### src/hdl/diim_regs.svh
// Purpose: register offsets, fields, reset values and timing counts
// Assumes: 32-bit Avalon-MM word addressing, offsets counted in words
// Notes: definitions only
`ifndef DIIM_REGS_SVH
`define DIIM_REGS_SVH
`define DIIM_CLK_MHZ        50
`define DIIM_FILT_NS        3500
`define DIIM_FILT_CYC       ((`DIIM_FILT_NS * `DIIM_CLK_MHZ + 999) / 1000)
`define DIIM_ADDR_CTRL      4'h0
`define DIIM_ADDR_STATE     4'h1
`define DIIM_ADDR_IMAGE     4'h2
`define DIIM_ADDR_CNT0      4'h3
`define DIIM_ADDR_CNT1      4'h4
`define DIIM_ADDR_IRQ_STAT  4'h5
`define DIIM_ADDR_IRQ_MASK  4'h6
`define DIIM_ADDR_BASE      4'h7
`define DIIM_CTRL_MAP_EN    0
`define DIIM_CTRL_MAP_REG   1
`define DIIM_CTRL_CNT_MAP   2
`define DIIM_CTRL_MODE0_LO  4
`define DIIM_CTRL_MODE1_LO  6
`define DIIM_CTRL_RESET     32'h0000_0000
`define DIIM_IRQ_BITS       6
`define DIIM_FLAG_COUNT     24
`endif

### src/hdl/diim_pkg.sv
// Purpose: shared types of the digital input image mapper
// Assumes: nothing beyond the header
// Notes: mode codes are positional
package diim_pkg;
  typedef enum logic [1:0] {
    DIIM_STD, DIIM_ENC, DIIM_CNT, DIIM_INT
  } diim_mode_t;
  typedef enum logic [1:0] {
    DIIM_IDLE, DIIM_FLAGS, DIIM_WORD, DIIM_COUNTS
  } diim_state_t;
endpackage

### src/hdl/diim_top.sv
// Purpose: filters 20 inputs, runs counters/encoders, writes the image
// Assumes: one 50 MHz clock, Avalon-MM slave with waitrequest
// Notes: image writes go out on a simple write port after each cycle start
// What this block does
// - inputs 0..5 serve per selected mode
// - standard inputs filtered, 3.5 us constant
// - two enabled counters up to 30 kHz
// - two encoders with A, B and index
// - interrupt mode gives four interrupt inputs
// - mode chosen per group 0-2, 3-5
// - reset leaves both groups standard
// - image copied cyclically only when enabled
// - flag x+n holds input n
// - flags 20 to 23 written zero
// - word bit n holds input n
// - word bits 20 to 31 zero
// - inputs 1 and 4 enable up counting
// - inputs 2 and 5 stay standard
// - counters written at y and y+1
`include "diim_regs.svh"
module diim_top #(
  parameter int N_IN     = 20,
  parameter int FILT_CYC = `DIIM_FILT_CYC
) (
  input  wire logic        ref_clk,
  input  wire logic        rst_b,
  input  wire logic [19:0] digital_input,
  input  wire logic        cycle_start,
  output logic             first_cyclic_program_block,
  output logic             image_wr,
  output logic [15:0]      image_addr,
  output logic [31:0]      image_data,
  output logic             image_is_flag,
  input  wire logic [3:0]  avs_address,
  input  wire logic        avs_read,
  input  wire logic        avs_write,
  input  wire logic [31:0] avs_writedata,
  output logic [31:0]      avs_readdata,
  output logic             avs_waitrequest,
  output logic             irq
);
  if (N_IN != 20 || FILT_CYC < 1) begin : g_bad_param
    $error("diim_top: unsupported parameters");
  end

  localparam int FW = $clog2(FILT_CYC + 1);

  // input synchronisers and filters
  logic [N_IN-1:0] s1, s2, s3, filt;
  logic [N_IN-1:0] next_filt;
  logic [FW-1:0]   fcnt [N_IN];
  logic [FW-1:0]   next_fcnt [N_IN];

  always_ff @(posedge ref_clk) begin
    if (!rst_b) begin
      s1 <= '0;
      s2 <= '0;
      s3 <= '0;
    end else begin
      s1 <= digital_input;
      s2 <= s1;
      s3 <= s2;
    end
  end

  genvar gi;
  generate
    for (gi = 0; gi < N_IN; gi++) begin : g_filt
      always_comb begin
        next_filt[gi] = filt[gi];
        next_fcnt[gi] = '0;
        if (s2[gi] == s3[gi] && s3[gi] != filt[gi]) begin
          if (fcnt[gi] == FW'(FILT_CYC - 1))
            next_filt[gi] = s3[gi];
          else
            next_fcnt[gi] = fcnt[gi] + FW'(1);
        end
      end
      always_ff @(posedge ref_clk) begin
        if (!rst_b) begin
          filt[gi] <= 1'b0;
          fcnt[gi] <= '0;
        end else begin
          filt[gi] <= next_filt[gi];
          fcnt[gi] <= next_fcnt[gi];
        end
      end
    end
  endgenerate

  // registers
  logic [31:0] ctrl, irq_stat, irq_mask, base;
  logic [31:0] next_ctrl, next_irq_stat, next_irq_mask, next_base;
  diim_pkg::diim_mode_t mode0, mode1;
  assign mode0 = diim_pkg::diim_mode_t'(ctrl[`DIIM_CTRL_MODE0_LO +: 2]);
  assign mode1 = diim_pkg::diim_mode_t'(ctrl[`DIIM_CTRL_MODE1_LO +: 2]);

  // counters and encoders
  logic [31:0] cnt0, cnt1, next_cnt0, next_cnt1;
  logic [N_IN-1:0] prev, next_prev;

  function automatic logic [31:0] diim_step(
    input diim_pkg::diim_mode_t m, input logic [31:0] c,
    input logic a, input logic b, input logic idx,
    input logic pa, input logic pb, input logic en);
    logic [31:0] r;
    r = c;
    if (m == diim_pkg::DIIM_CNT) begin
      if (en && a && !pa)
        r = c + 32'h0000_0001;
    end else if (m == diim_pkg::DIIM_ENC) begin
      if (idx)
        r = 32'h0000_0000;
      else if (a != pa || b != pb)
        r = ((a ^ pb) ? c + 32'h0000_0001 : c - 32'h0000_0001);
    end
    return r;
  endfunction

  always_comb begin
    next_prev = filt;
    next_cnt0 = diim_step(mode0, cnt0, filt[0], filt[1], filt[2],
                          prev[0], prev[1], filt[1]);
    next_cnt1 = diim_step(mode1, cnt1, filt[3], filt[4], filt[5],
                          prev[3], prev[4], filt[4]);
  end

  always_ff @(posedge ref_clk) begin
    if (!rst_b) begin
      cnt0 <= '0;
      cnt1 <= '0;
      prev <= '0;
    end else begin
      cnt0 <= next_cnt0;
      cnt1 <= next_cnt1;
      prev <= next_prev;
    end
  end

  // interrupt events: rising edges in interrupt-mode groups
  logic [5:0] ev;
  always_comb begin
    ev = '0;
    if (mode0 == diim_pkg::DIIM_INT)
      ev[1:0] = filt[1:0] & ~prev[1:0];
    if (mode1 == diim_pkg::DIIM_INT)
      ev[4:3] = filt[4:3] & ~prev[4:3];
  end

  // image copy sequencer
  diim_pkg::diim_state_t st, next_st;
  logic [31:0] snap, next_snap;
  logic [4:0]  idx, next_idx;
  logic        next_wr, next_flag, next_fcpb;
  logic [15:0] next_addr;
  logic [31:0] next_data;

  always_comb begin
    next_st = st;
    next_snap = snap;
    next_idx = idx;
    next_wr = 1'b0;
    next_flag = 1'b0;
    next_addr = image_addr;
    next_data = image_data;
    next_fcpb = 1'b0;
    unique case (st)
      diim_pkg::DIIM_IDLE: begin
        if (cycle_start) begin
          next_snap = {12'h000, filt};
          next_idx = '0;
          if (!ctrl[`DIIM_CTRL_MAP_EN] && !ctrl[`DIIM_CTRL_CNT_MAP])
            next_fcpb = 1'b1;
          else if (!ctrl[`DIIM_CTRL_MAP_EN])
            next_st = diim_pkg::DIIM_COUNTS;
          else if (ctrl[`DIIM_CTRL_MAP_REG])
            next_st = diim_pkg::DIIM_WORD;
          else
            next_st = diim_pkg::DIIM_FLAGS;
        end
      end
      diim_pkg::DIIM_FLAGS: begin
        next_wr = 1'b1;
        next_flag = 1'b1;
        next_addr = base[15:0] + {11'h000, idx};
        next_data = {31'h0, snap[idx]};
        next_idx = idx + 5'h01;
        if (idx == 5'(`DIIM_FLAG_COUNT - 1)) begin
          next_idx = '0;
          next_st = ctrl[`DIIM_CTRL_CNT_MAP] ? diim_pkg::DIIM_COUNTS
                                               : diim_pkg::DIIM_IDLE;
          next_fcpb = !ctrl[`DIIM_CTRL_CNT_MAP];
        end
      end
      diim_pkg::DIIM_WORD: begin
        next_wr = 1'b1;
        next_addr = base[15:0];
        next_data = snap;
        next_st = ctrl[`DIIM_CTRL_CNT_MAP] ? diim_pkg::DIIM_COUNTS
                                             : diim_pkg::DIIM_IDLE;
        next_fcpb = !ctrl[`DIIM_CTRL_CNT_MAP];
      end
      diim_pkg::DIIM_COUNTS: begin
        next_wr = 1'b1;
        next_addr = base[31:16] + {11'h000, idx};
        next_data = idx[0] ? cnt1 : cnt0;
        next_idx = idx + 5'h01;
        if (idx[0]) begin
          next_st = diim_pkg::DIIM_IDLE;
          next_fcpb = 1'b1;
        end
      end
    endcase
  end

  always_ff @(posedge ref_clk) begin
    if (!rst_b) begin
      st <= diim_pkg::DIIM_IDLE;
      snap <= '0;
      idx <= '0;
      image_wr <= 1'b0;
      image_is_flag <= 1'b0;
      image_addr <= '0;
      image_data <= '0;
      first_cyclic_program_block <= 1'b0;
    end else begin
      st <= next_st;
      snap <= next_snap;
      idx <= next_idx;
      image_wr <= next_wr;
      image_is_flag <= next_flag;
      image_addr <= next_addr;
      image_data <= next_data;
      first_cyclic_program_block <= next_fcpb;
    end
  end

  // bus slave: one wait state on reads, writes take effect at once
  logic rd_ack, next_rd_ack;
  logic [31:0] next_rdata;
  assign avs_waitrequest = avs_read && !rd_ack;

  always_comb begin
    next_ctrl = ctrl;
    next_irq_mask = irq_mask;
    next_base = base;
    next_irq_stat = irq_stat;
    if (avs_write) begin
      unique case (avs_address)
        `DIIM_ADDR_CTRL:     next_ctrl = avs_writedata;
        `DIIM_ADDR_IRQ_MASK: next_irq_mask = avs_writedata;
        `DIIM_ADDR_BASE:     next_base = avs_writedata;
        `DIIM_ADDR_IRQ_STAT: next_irq_stat = irq_stat & ~avs_writedata;
        default: ;
      endcase
    end
    next_irq_stat = (next_irq_stat | {26'h0, ev}) & 32'h0000_003F;
    next_rd_ack = avs_read && !rd_ack;
    unique case (avs_address)
      `DIIM_ADDR_CTRL:     next_rdata = ctrl;
      `DIIM_ADDR_STATE:    next_rdata = {12'h000, filt};
      `DIIM_ADDR_IMAGE:    next_rdata = snap;
      `DIIM_ADDR_CNT0:     next_rdata = cnt0;
      `DIIM_ADDR_CNT1:     next_rdata = cnt1;
      `DIIM_ADDR_IRQ_STAT: next_rdata = irq_stat;
      `DIIM_ADDR_IRQ_MASK: next_rdata = irq_mask;
      `DIIM_ADDR_BASE:     next_rdata = base;
      default:             next_rdata = 32'h0000_0000;
    endcase
  end

  always_ff @(posedge ref_clk) begin
    if (!rst_b) begin
      ctrl <= `DIIM_CTRL_RESET;
      irq_stat <= '0;
      irq_mask <= '0;
      base <= '0;
      rd_ack <= 1'b0;
      avs_readdata <= '0;
    end else begin
      ctrl <= next_ctrl;
      irq_stat <= next_irq_stat;
      irq_mask <= next_irq_mask;
      base <= next_base;
      rd_ack <= next_rd_ack;
      avs_readdata <= next_rdata;
    end
  end

  assign irq = |(irq_stat & irq_mask);

  // checks
  a_flag_tail_zero: assert property (@(posedge ref_clk)
    disable iff (!rst_b) image_wr && image_is_flag
    && image_addr >= base[15:0] + 16'h0014 |-> image_data == 32'h0000_0000)
    else $error("flag past input 19 not zero");
  a_word_top_zero: assert property (@(posedge ref_clk)
    disable iff (!rst_b) image_wr && !image_is_flag
    && st == diim_pkg::DIIM_IDLE && !ctrl[`DIIM_CTRL_CNT_MAP]
    |-> image_data[31:20] == 12'h000) else $error("word bits 20-31 not zero");
  a_no_map_off: assert property (@(posedge ref_clk)
    disable iff (!rst_b) st == diim_pkg::DIIM_IDLE && cycle_start
    && !ctrl[0] && !ctrl[2] |=> !image_wr && first_cyclic_program_block)
    else $error("image written while disabled");
  a_cnt_needs_en: assert property (@(posedge ref_clk)
    disable iff (!rst_b) mode0 == diim_pkg::DIIM_CNT && !filt[1]
    && $stable(mode0) |=> cnt0 == $past(cnt0))
    else $error("counter 0 moved without enable");
  a_cnt_edge: assert property (@(posedge ref_clk)
    disable iff (!rst_b) mode1 == diim_pkg::DIIM_CNT && filt[4] && filt[3]
    && !prev[3] |=> cnt1 == $past(cnt1) + 32'h0000_0001)
    else $error("counter 1 missed edge");
  a_filt_hold: assert property (@(posedge ref_clk)
    disable iff (!rst_b) $changed(filt[0]) |-> $past(s3[0]) == filt[0])
    else $error("filter changed without stable input");
  a_reset_std: assert property (@(posedge ref_clk)
    !$past(rst_b) |-> mode0 == diim_pkg::DIIM_STD
    && mode1 == diim_pkg::DIIM_STD)
    else $error("mode not standard after reset");
  a_int_sticky: assert property (@(posedge ref_clk)
    disable iff (!rst_b) ev[0] |=> irq_stat[0])
    else $error("interrupt event lost");
  a_std_no_count: assert property (@(posedge ref_clk)
    disable iff (!rst_b) mode0 == diim_pkg::DIIM_STD && $stable(mode0)
    |=> cnt0 == $past(cnt0))
    else $error("counter ran in standard mode");
endmodule

### config.mk
export PLATFORM = sky130hd
export DESIGN_NAME = diim_top
export DESIGN_NICKNAME = d
export VERILOG_FILES = /design/src/hdl/diim_pkg.sv /design/src/hdl/diim_top.sv
export VERILOG_INCLUDE_DIRS = /design/src /design/src/hdl
export SDC_FILE = /design/constraint.sdc
export NUM_CORES = 1
export LEC_CHECK = 0
export ABC_AREA = 1
export BUFFER_PORTS_ARGS = -buffer_cell sky130_fd_sc_hd__buf_2
export CAP_MARGIN = 25
export CORE_MARGIN = 8
export CORE_UTILIZATION = 41
export DETAILED_ROUTE_END_ITERATION = 8
export GPL_TIMING_DRIVEN = 0
export PLACE_DENSITY_LB_ADDON = 0.3
export SETUP_SLACK_MARGIN = 0.15
export SYNTH_ARGS = -nofsm -noshare
export SYNTH_HDL_FRONTEND = slang
export SYNTH_SLANG_ARGS = --single-unit
### constraint.sdc
create_clock -name ref_clk -period 3.5 [get_ports ref_clk]
set_input_delay 0 -clock ref_clk [delete_from_list [all_inputs] [get_ports ref_clk]]
set_output_delay 0 -clock ref_clk [all_outputs]
set_load 0.03 [all_outputs]
# --- After elaboration in Yosys (flattened, before gate mapping) ---
# Memory sizes are Yosys's and may differ from the RTL's.
# Index checks and enable logic that the tools add are counted.
classes:
  bitwise_logic: 30
  shifts: 0
  n_mux: 102
  n_reduce_logical: 71
  div_mod_pow: 0
  addsub: 27
  eq_ne: 87
  n_lt_le_gt_ge: 1
  mul: 0
ops:
  columns: ["op", "n"]
  rows:
  - ["2-to-1 mux 8 bit", 60]
  - ["2-to-1 mux 32 bit", 13]
  - ["case mux 32 bit (8 select lines)", 1]
  - ["adder 8 x 1 -> 8 bit (second input constant)", 20]
  - ["== test 8 bit (second input constant)", 20]
  - ["case mux 32 bit (3 select lines)", 1]
  - ["adder 32 x 1 -> 32 bit (second input constant)", 2]
  - ["subtractor 32 x 1 -> 32 bit (second input constant)", 2]
  - ["AND reduction 2 bit", 25]
  - ["case mux 16 bit (3 select lines)", 1]
  - ["adder 16 x 5 -> 16 bit", 2]
  - ["bitwise AND 6 x 32 -> 32 bit", 1]
  - ["OR reduction 32 bit", 1]
  - ["logical AND 1 bit", 26]
  - ["!= test 1 bit", 24]
  - ["== test 1 bit", 20]
  - ["bitwise OR 1 bit", 20]
  - ["2-to-1 mux 2 bit", 9]
  - ["== test 4 x 3 -> 1 bit (second input constant)", 4]
  - ["case mux 5 bit (3 select lines)", 1]
  - ["== test 2 bit (second input constant)", 6]
  - ["2-to-1 mux 6 bit", 2]
  - ["nonzero test 3 bit", 4]
  - ["2-to-1 mux 5 bit", 2]
  - ["26 further kinds", 51]
word_totals:
  elab_cells: 359
  ff_bits: 362
  latchBits: 0
  n_memories: 1
  input_bits: 61
  mem_bits_ro: 0
  ramBits: 160
memory_table:
  columns: ["name", "words", "width", "rd", "rd_clocked_by_memory_dff", "write_ports", "line", "rtl"]
  rows:
  - ["fcnt", 20, 8, 20, 0, 20, "diim_top.sv:51", "logic [FW-1:0] fcnt [N_IN];"]

# --- Longest topological paths before layout ---
# Gate-level depths: netlist of the first run.
logic_depth:
  depth_word: 6
  depth_mapped: 17

# --- Worst setup path after synthesis of the first run ---
# OpenSTA, ideal clock, no wires.
synth_timing:
  path_kind: "reg-to-reg"
  startpoint: "register st[0]"
  endpoint: "register image_addr[12]"
  required_ns: 3.388
  stages_incl_launch_ff: 17
  period_less_slack_ns: 2.520
  setup_ns: 0.112
  arrival_time_ns: 2.407
  n_path_buf: 2
  setup_slack_ns: 0.980
  path_cell_list: "dfxtp_1 -> ha_1 -> buf_4 -> clkbuf_1 -> o21ai_0 -> ha_1 -> fa_1 -> nand3_1 -> nand2_1 -> nand2_1 -> a21oi_4 -> nand2_1 -> nor2_1 -> nand2_1 -> nand3_1 -> nand2_1 -> nand2_1"
synth_between:
  elab_chain_len: 2
  word_cells_on_any_way: 5
synth_rtl:
  columns: ["element", "line", "rtl"]
  rows:
  - ["from (decl)", "diim_top.sv:151", "diim_pkg::diim_state_t st, next_st;"]
  - ["from (signal assigned)", "diim_top.sv:218", "st <= diim_pkg::DIIM_IDLE;"]
  - ["from (signal assigned)", "diim_top.sv:227", "st <= next_st;"]
  - ["== test 2 bit / == test 2 x 1 -> 1 bit (equally long branches)", "diim_top.sv:167", "unique case (st)"]
  - ["case mux 16 bit (3 select lines) / nonzero test 3 bit (equally long branches)", null, null]
  - ["to (signal assigned)", "diim_top.sv:232", "image_addr <= next_addr;"]
  - ["to (decl)", "diim_top.sv:31", "output logic [15:0] image_addr,"]
# Several ways; a longest one is shown, not always the timed one.
# A chain may end at the register's enable or synchronous reset.

# --- Worst setup path after layout of the first run ---
# Ends and elaborated chain as after synthesis.

==> results.md, run 1 <==
* Worst path top cell family by delay: adder cells
* Overall global routing resource usage at 0.259
* Leakage at 12.7 nW
* Clk sinks at 521
* Worst path cell trace: ha_2 -> buf_4 -> clkbuf_1 -> nand2_1 -> o21ai_0 -> ha_1 -> fa_1 -> nand3_1 -> nand2_1 -> nand2_1 -> a21oi_4 -> nand2_1 -> o21ai_0 -> nand3_1 -> nand2_1 -> nand2_1
* Drt total wl at 96700 µm
* Die area at 72400 µm²
* Via/cell ratio at 5.43
* Fin. max-slew vios at 0
* DP Area at 28000 µm²
* Share of layout cells above drive strength 1 at 0.0934
* Post-Synth Simple-Gate Area at 0.276
* Tmin final at 3.06 ns
* Cell Area, Synth at 26300 µm²
* Clk slew on worst S/H paths at 0.06 ns
* Max VDD drop at 0.392 mV
* Hold Path Class: primary input to flip-flop
* Sequential area share after synthesis at 0.397
* Fraction of synthesized area in multiplexers at 0
* Utilization after layout at 0.487
* WL per Instance at 19.5 µm
* Vias in the first global route at 24800
* Setup crit start: st[0]$_SDFFE_PN0P_
* Most used cell, CP: nand2_1
* Final setup violating endpoints at 0
* DR pass1 iterations at 8
* Largest net degree at the start of global routing at 17
* Critical Path RT at 4.03 ns
* Largest family of logic cells by synthesized area: simple AND/OR/NAND/NOR gates
* Cells after synthesis at 3799
* Fin crit share at 0.873
* Final net count at 4186
* Fmax at 0.327 GHz
* Core area at 63200 µm²
* Synth warn at 0
* H-tree levels at 2
* Critical path startpoint category: flip-flop
* Setup ws final at 0.443 ns
* CP peak stage delay at 0.37 ns
* Max Cap Viol at 0
* Worst reg2reg setup slack at 0.44 ns
* Crit path depth at 16
* Synth Area in Compound Gates at 0.172
* Status: finished, final reports clean
* Reg2Reg Capture Point: image_addr[12]$_SDFFE_PN0P_
* Clock Latency Late Sink at 0.64 ns
* Worst setup EP type: flip-flop
* Final instance area at 30700 µm²
* Post CTS Setup Buffer Count at 0
* Final ANT Viol Nets at 0
* Post-synth EDFFs at 0
* CP arrival at 3.58 ns
* Final GP Congestion at 1.01
* Initial antenna violation count at 4
* Synth Area in XOR/XNOR at 0.0243
* Initial Util at 0.415
* # IOs at 146
* Length in cells of the worst reg-to-reg path at 16
* FF-to-FF Start: st[0]$_SDFFE_PN0P_
* Worst-Margin Slew at 1.04 ns
* Place WS at 0.268 ns
* Slowest library cell on the worst path: dfxtp_1
* Worst setup endpoint: image_addr[12]$_SDFFE_PN0P_
* Chip Width at 269 µm
* DRT iter0 DRCs at 3106
* Port bufs at 143
* Yosys cell types at 54
* RSZ-0062 raised after global routing: no
* Max Clock Skew at 0.0115 ns
* DR vias at 27000
* CTS buffer count at 58
* Avg Cell Area, Syn at 6.91 µm²
* Root Driver: clkbuf_16
* Synthesized-area fraction occupied by adder cells at 0.0289
* Clock Tree Buf Depth at 3
* Cell Rows at 92
* Total grt overflow at 0
* P per Cell Area at 476 nW/µm²
* Final hold vios at 0
* Mapped Nets at 3920
* Post-synthesis async set-or-reset flop share at 0
* Critical-path maximum fanout at 10
* Buf/Inv on CP at 2
* WS Path Type: flip-flop to flip-flop
* Synth Register Bits at 521
* Ys flop type: dfxtp_1
* Die height at 269 µm
* First-pass GRT wire length at 145000 µm
* CTS tree: done
* P&R area growth vs syn at 17.1%
* DPL Wire Length at 73700 µm
* Setup TNS at 0 ns
* DRC at 0
* Relative slew slack at 0.309
[timing repair]
action | in CTS | in global routing
setup endpoints to repair | 0 | 8
hold buffers | 60 | 0
resized for setup | 0 | 2
endpoints found under the hold margin | 138 | 0
[cells in the final DEF, fill, tap and decap left out, types with 20 or more instances in the layout]
cell | Yosys | layout
nor2_2 | 22 | 22
o22ai_1 | 70 | 70
dfxtp_1 | 521 | 521
a221oi_1 | 31 | 31
nor2_1 | 432 | 432
nor4_1 | 49 | 49
inv_1 | 492 | 492
xor2_1 | 49 | 49
nor3b_1 | 42 | 42
a21oi_1 | 320 | 319
nor3_1 | 68 | 68
clkbuf_1 | 86 | 95
nand4_1 | 39 | 39
o21ai_0 | 280 | 280
clkbuf_16 | 0 | 58
dlygate4sd3_1 | 0 | 60
nand3_1 | 232 | 232
o211ai_1 | 28 | 28
buf_2 | 41 | 184
ha_1 | 59 | 58
nand2_1 | 730 | 730
xnor2_1 | 20 | 20
[worst min-delay path by stage]
stage                                        end  depth (start not counted)               from  slack, ns
after floorplan                 s1[0]$_SDFF_PN0_                          2   digital_input[0]        0.1
after global placement         s1[10]$_SDFF_PN0_                          3  digital_input[10]       0.18
after detailed placement        s1[2]$_SDFF_PN0_                          3   digital_input[2]       0.19
after CTS                 irq_stat[4]$_SDFF_PN0_                          6     avs_address[2]       0.02
after global routing            s1[2]$_SDFF_PN0_                          4   digital_input[2]       0.08
final                     irq_stat[0]$_SDFF_PN0_                          6     avs_address[2]       0.04
[worst reg2reg max path, stage by stage, from the launching register on]
cell and delay [ns]:
dfxtp_1 0.37, ha_2 0.33, buf_4 0.26, clkbuf_1 0.30, nand2_1 0.08, o21ai_0 0.09, ha_1 0.22, fa_1 0.23
nand3_1 0.08, nand2_1 0.10, nand2_1 0.10, a21oi_4 0.23, nand2_1 0.14, o21ai_0 0.17, nand3_1 0.09, nand2_1 0.09
nand2_1 0.05
[state kept, by name (all words and copies together), names as in the netlist, 4 cells and up]
signal and cells:
avs_readdata 32, base 32, cnt0 32, cnt1 32, ctrl 32, fcnt 160
filt 20, idx 5, image_addr 16, image_data 32, irq_mask 32, irq_stat 6
prev 4, s1 20, s2 20, s3 20, snap 20
[cell type report]
type	instances	area [µm²]
inverter	512	1920
fill	6364	32400
timing repair buffer	206	1360
tap	846	1060
sequential	521	10400
antenna	3	7.51
buffer	164	738
clock inverter	32	494
multi-input combinational	2602	13200
clock buffer	73	1570
[through the flow]
stage                     power [W]  hold WS (ns)  std cells
after floorplan             0.00735        0.0976       3799
after global placement      0.00799         0.183       4788
after detailed placement    0.00800         0.186       4789
after CTS                    0.0146        0.0156       4954
after global routing         0.0151        0.0820       4956
final                        0.0146        0.0364       4959
[synthesized netlist by cell type, types with 8 or more instances]
cell,number,area (µm²)
a21oi_1,320,1600
a221oi_1,31,272
a22oi_1,12,90.1
a31oi_1,12,75.1
buf_1,17,63.8
buf_2,41,205
buf_4,11,82.6
clkbuf_1,86,323
dfxtp_1,521,10400
ha_1,59,738
inv_1,492,1850
inv_2,15,56.3
nand2_1,730,2740
nand3_1,232,1160
nand4_1,39,244
nor2_1,432,1620
nor2_2,22,138
nor2_4,8,90.1
nor3_1,68,340
nor3_2,9,90.1
nor3b_1,42,315
nor4_1,49,307
o211ai_1,28,210
o21ai_0,280,1400
o21ai_1,12,60.1
o221ai_1,9,78.8
o22ai_1,70,438
or2_2,11,68.8
xnor2_1,20,175
xor2_1,49,429
[per-layer routing]
layer / part of all wire / vias up / wire length (µm) / global-route usage
met5: 0 / - / 0 / 0
met4: 0.057 / 0 / 5560 / 0.136
met3: 0.097 / 317 / 9370 / 0.0521
met2: 0.43 / 1271 / 41800 / 0.402
met1: 0.41 / 12300 / 39900 / 0.337
li1: - / 13100 / - / -
[report_power, final]
| part | internal, W | switching (W) | total [W] |
|---|---|---|---|
| registers | 0.00615 | 0.000179 | 0.00632 |
| clock network | 0.00399 | 0.00265 | 0.00664 |
| logic | 0.000450 | 0.00122 | 0.00167 |
[kinds of logic after synthesis]
logic type / count (synthesis)
and+or+nand+nor: 1661
AOI/OAI and AO/OA: 810
buffers and inverters: 676
DFF: 521
xor gates and xnor gates: 71
adders and majority gates: 60
(Power assumes the default switching activity.)
==> inputs of run 2 (changes only) <==
- clock period: 3.5 -> 3.97 ns (I/O delays scaled with it)
==> results.md, run 2 (same netlist as run 1, synthesis figures left out) <==
* Share of layout cells above drive strength 1 at 0.0929 (-0.000487)
* WL per Instance at 19.5 µm (about the same)
* Largest net degree at the start of global routing at 17 (unchanged)
* Max Cap Viol at 0 (unchanged)
* Setup crit start: st[0]$_SDFFE_PN0P_
* Tmin final at 3.34 ns (+0.285 ns)
* Port bufs at 143 (unchanged)
* Via/cell ratio at 5.44 (+0.12%)
* Post CTS Setup Buffer Count at 0 (unchanged)
* Leakage at 12.7 nW (about the same)
* DR vias at 27000 (+0.096%)
* WS Path Type: flip-flop to flip-flop
* Drt total wl at 96700 µm (about the same)
* Critical-path maximum fanout at 10 (unchanged)
* Initial Util at 0.415 (unchanged)
* Root Driver: clkbuf_16
* Fin crit share at 0.842 (-0.0315)
* CP arrival at 3.86 ns (+0.28 ns)
* Final GP Congestion at 1.01 (unchanged)
* Power Total at 0.0129 W (-12%)
* Initial antenna violation count at 4 (unchanged)
* Clk slew on worst S/H paths at 0.06 ns (about the same)
* # IOs at 146 (unchanged)
* Status: finished, final reports clean
* Fin. max-slew vios at 0 (unchanged)
* Final ANT Viol Nets at 0 (unchanged)
* CTS buffer count at 58 (unchanged)
* Final hold vios at 0 (unchanged)
* Hold slack at 0.0482 ns (+0.0119 ns)
* Worst setup EP type: flip-flop
* Critical path startpoint category: flip-flop
* Max Clock Skew at 0.0105 ns (-0.00107 ns)
* Max VDD drop at 0.346 mV (-12%)
* Total grt overflow at 0 (unchanged)
* Hold buffers post-CTS at 60 (unchanged)
* Most frequent cells in the layout: nand2_1, dfxtp_1, inv_1
* Core area at 63200 µm² (unchanged)
* CTS tree: done
* Overall global routing resource usage at 0.259 (unchanged)
* Clock Tree Buf Depth at 3 (unchanged)
* Vias in the first global route at 24800 (unchanged)
* Relative slew slack at 0.308 (-0.00100)
* Critical Path RT at 4.49 ns (+0.46 ns)
* Hold Path Class: primary input to flip-flop
* FF-to-FF Start: st[0]$_SDFFE_PN0P_
* Utilization after layout at 0.486 (about the same)
* DRT iter0 DRCs at 3121 (+0.48%)
* Die area at 72400 µm² (unchanged)
* Commonest non-fill, non-tap cell in the layout: nand2_1
* H-tree levels at 2 (unchanged)
* Worst reg2reg setup slack at 0.63 ns (+0.18 ns)
* Max reg flops at 160 (unchanged)
* Cell Rows at 92 (unchanged)
* Worst-Margin Slew at 1.04 ns (+0.00150 ns)
* P&R area growth vs syn at 17.1% (about the same)
* Die height at 269 µm (unchanged)
* First-pass GRT wire length at 145000 µm (unchanged)
* P per Cell Area at 420 nW/µm² (-12%)
* DRC at 0 (unchanged)
* DR pass1 iterations at 8 (unchanged)
* Hold_sp: avs_address[2]
* Clk sinks at 521 (unchanged)
* Chip Width at 269 µm (unchanged)
* Fmax at 0.299 GHz (-8.5%)
* Clock Latency Late Sink at 0.64 ns (about the same)
* DPL Wire Length at 73700 µm (unchanged)
* Post-cts sizing count at 0 (unchanged)
* Setup TNS at 0 ns (unchanged)
* RSZ-0062 raised after global routing: no
* Final setup violating endpoints at 0 (unchanged)
* Reg with most FFs: fcnt
* Final net count at 4186 (unchanged)
[run 2: per-layer routing]
| metal | part of all wire | global-route usage | vias up | wire [µm] |
|---|---|---|---|---|
| met2 | 0.43 | 0.402 | 1264 | 41700 |
| li1 | - | - | 13100 | - |
| met5 | 0 | 0 | - | 0 |
| met3 | 0.097 | 0.0521 | 320 | 9420 |
| met4 | 0.058 | 0.136 | 0 | 5610 |
| met1 | 0.41 | 0.337 | 12300 | 40000 |
[run 2: power by group]
part | internal (W) | leakage (nW) | switching (W) | total (W)
sequential | 0.00542 | 4.22 | 0.000156 | 0.00557
clock | 0.00352 | 1.01 | 0.00234 | 0.00586
combinational | 0.000397 | 7.45 | 0.00107 | 0.00147
total | 0.00933 | 12.7 | 0.00357 | 0.0129
[run 2: stage by stage]
step,setup WS [ns],std cells,area (µm²)
6_report,0.628,4958,30700
4_1_cts,0.712,4954,30700
3_3_place_gp,0.778,4788,28000
3_5_place_dp,0.738,4789,28000
5_1_grt,0.414,4956,30700
2_1_floorplan,1.45,3799,26300
[run 2: layout make-up]
type | instances | area (µm²)
multi-input combinational | 2602 | 13200
inverter | 512 | 1920
tap | 846 | 1060
clock buffer | 73 | 1570
fill | 6366 | 32500
sequential | 521 | 10400
clock inverter | 32 | 494
antenna | 2 | 5.00
timing repair buffer | 206 | 1360
buffer | 164 | 738
[run 2: final timing paths]
path	cells after the start	end
max	13	image_addr[15]$_SDFFE_PN0P_
min	6	irq_stat[0]$_SDFF_PN0_
max reg2reg	13	image_addr[15]$_SDFFE_PN0P_
min reg2reg	2	s2[10]$_SDFF_PN0_
[run 2: critical path, cell delays in order (launching register included)]
cell and delay (ns):
dfxtp_1 0.36, ha_1 0.43, buf_4 0.30, clkbuf_1 0.30, o21ai_0 0.19, ha_1 0.36, a21oi_1 0.16, nand2_1 0.10
a21oi_1 0.42, nor2_2 0.14, nand3b_1 0.15, nor2_1 0.05, o21ai_0 0.19, nand2_1 0.07
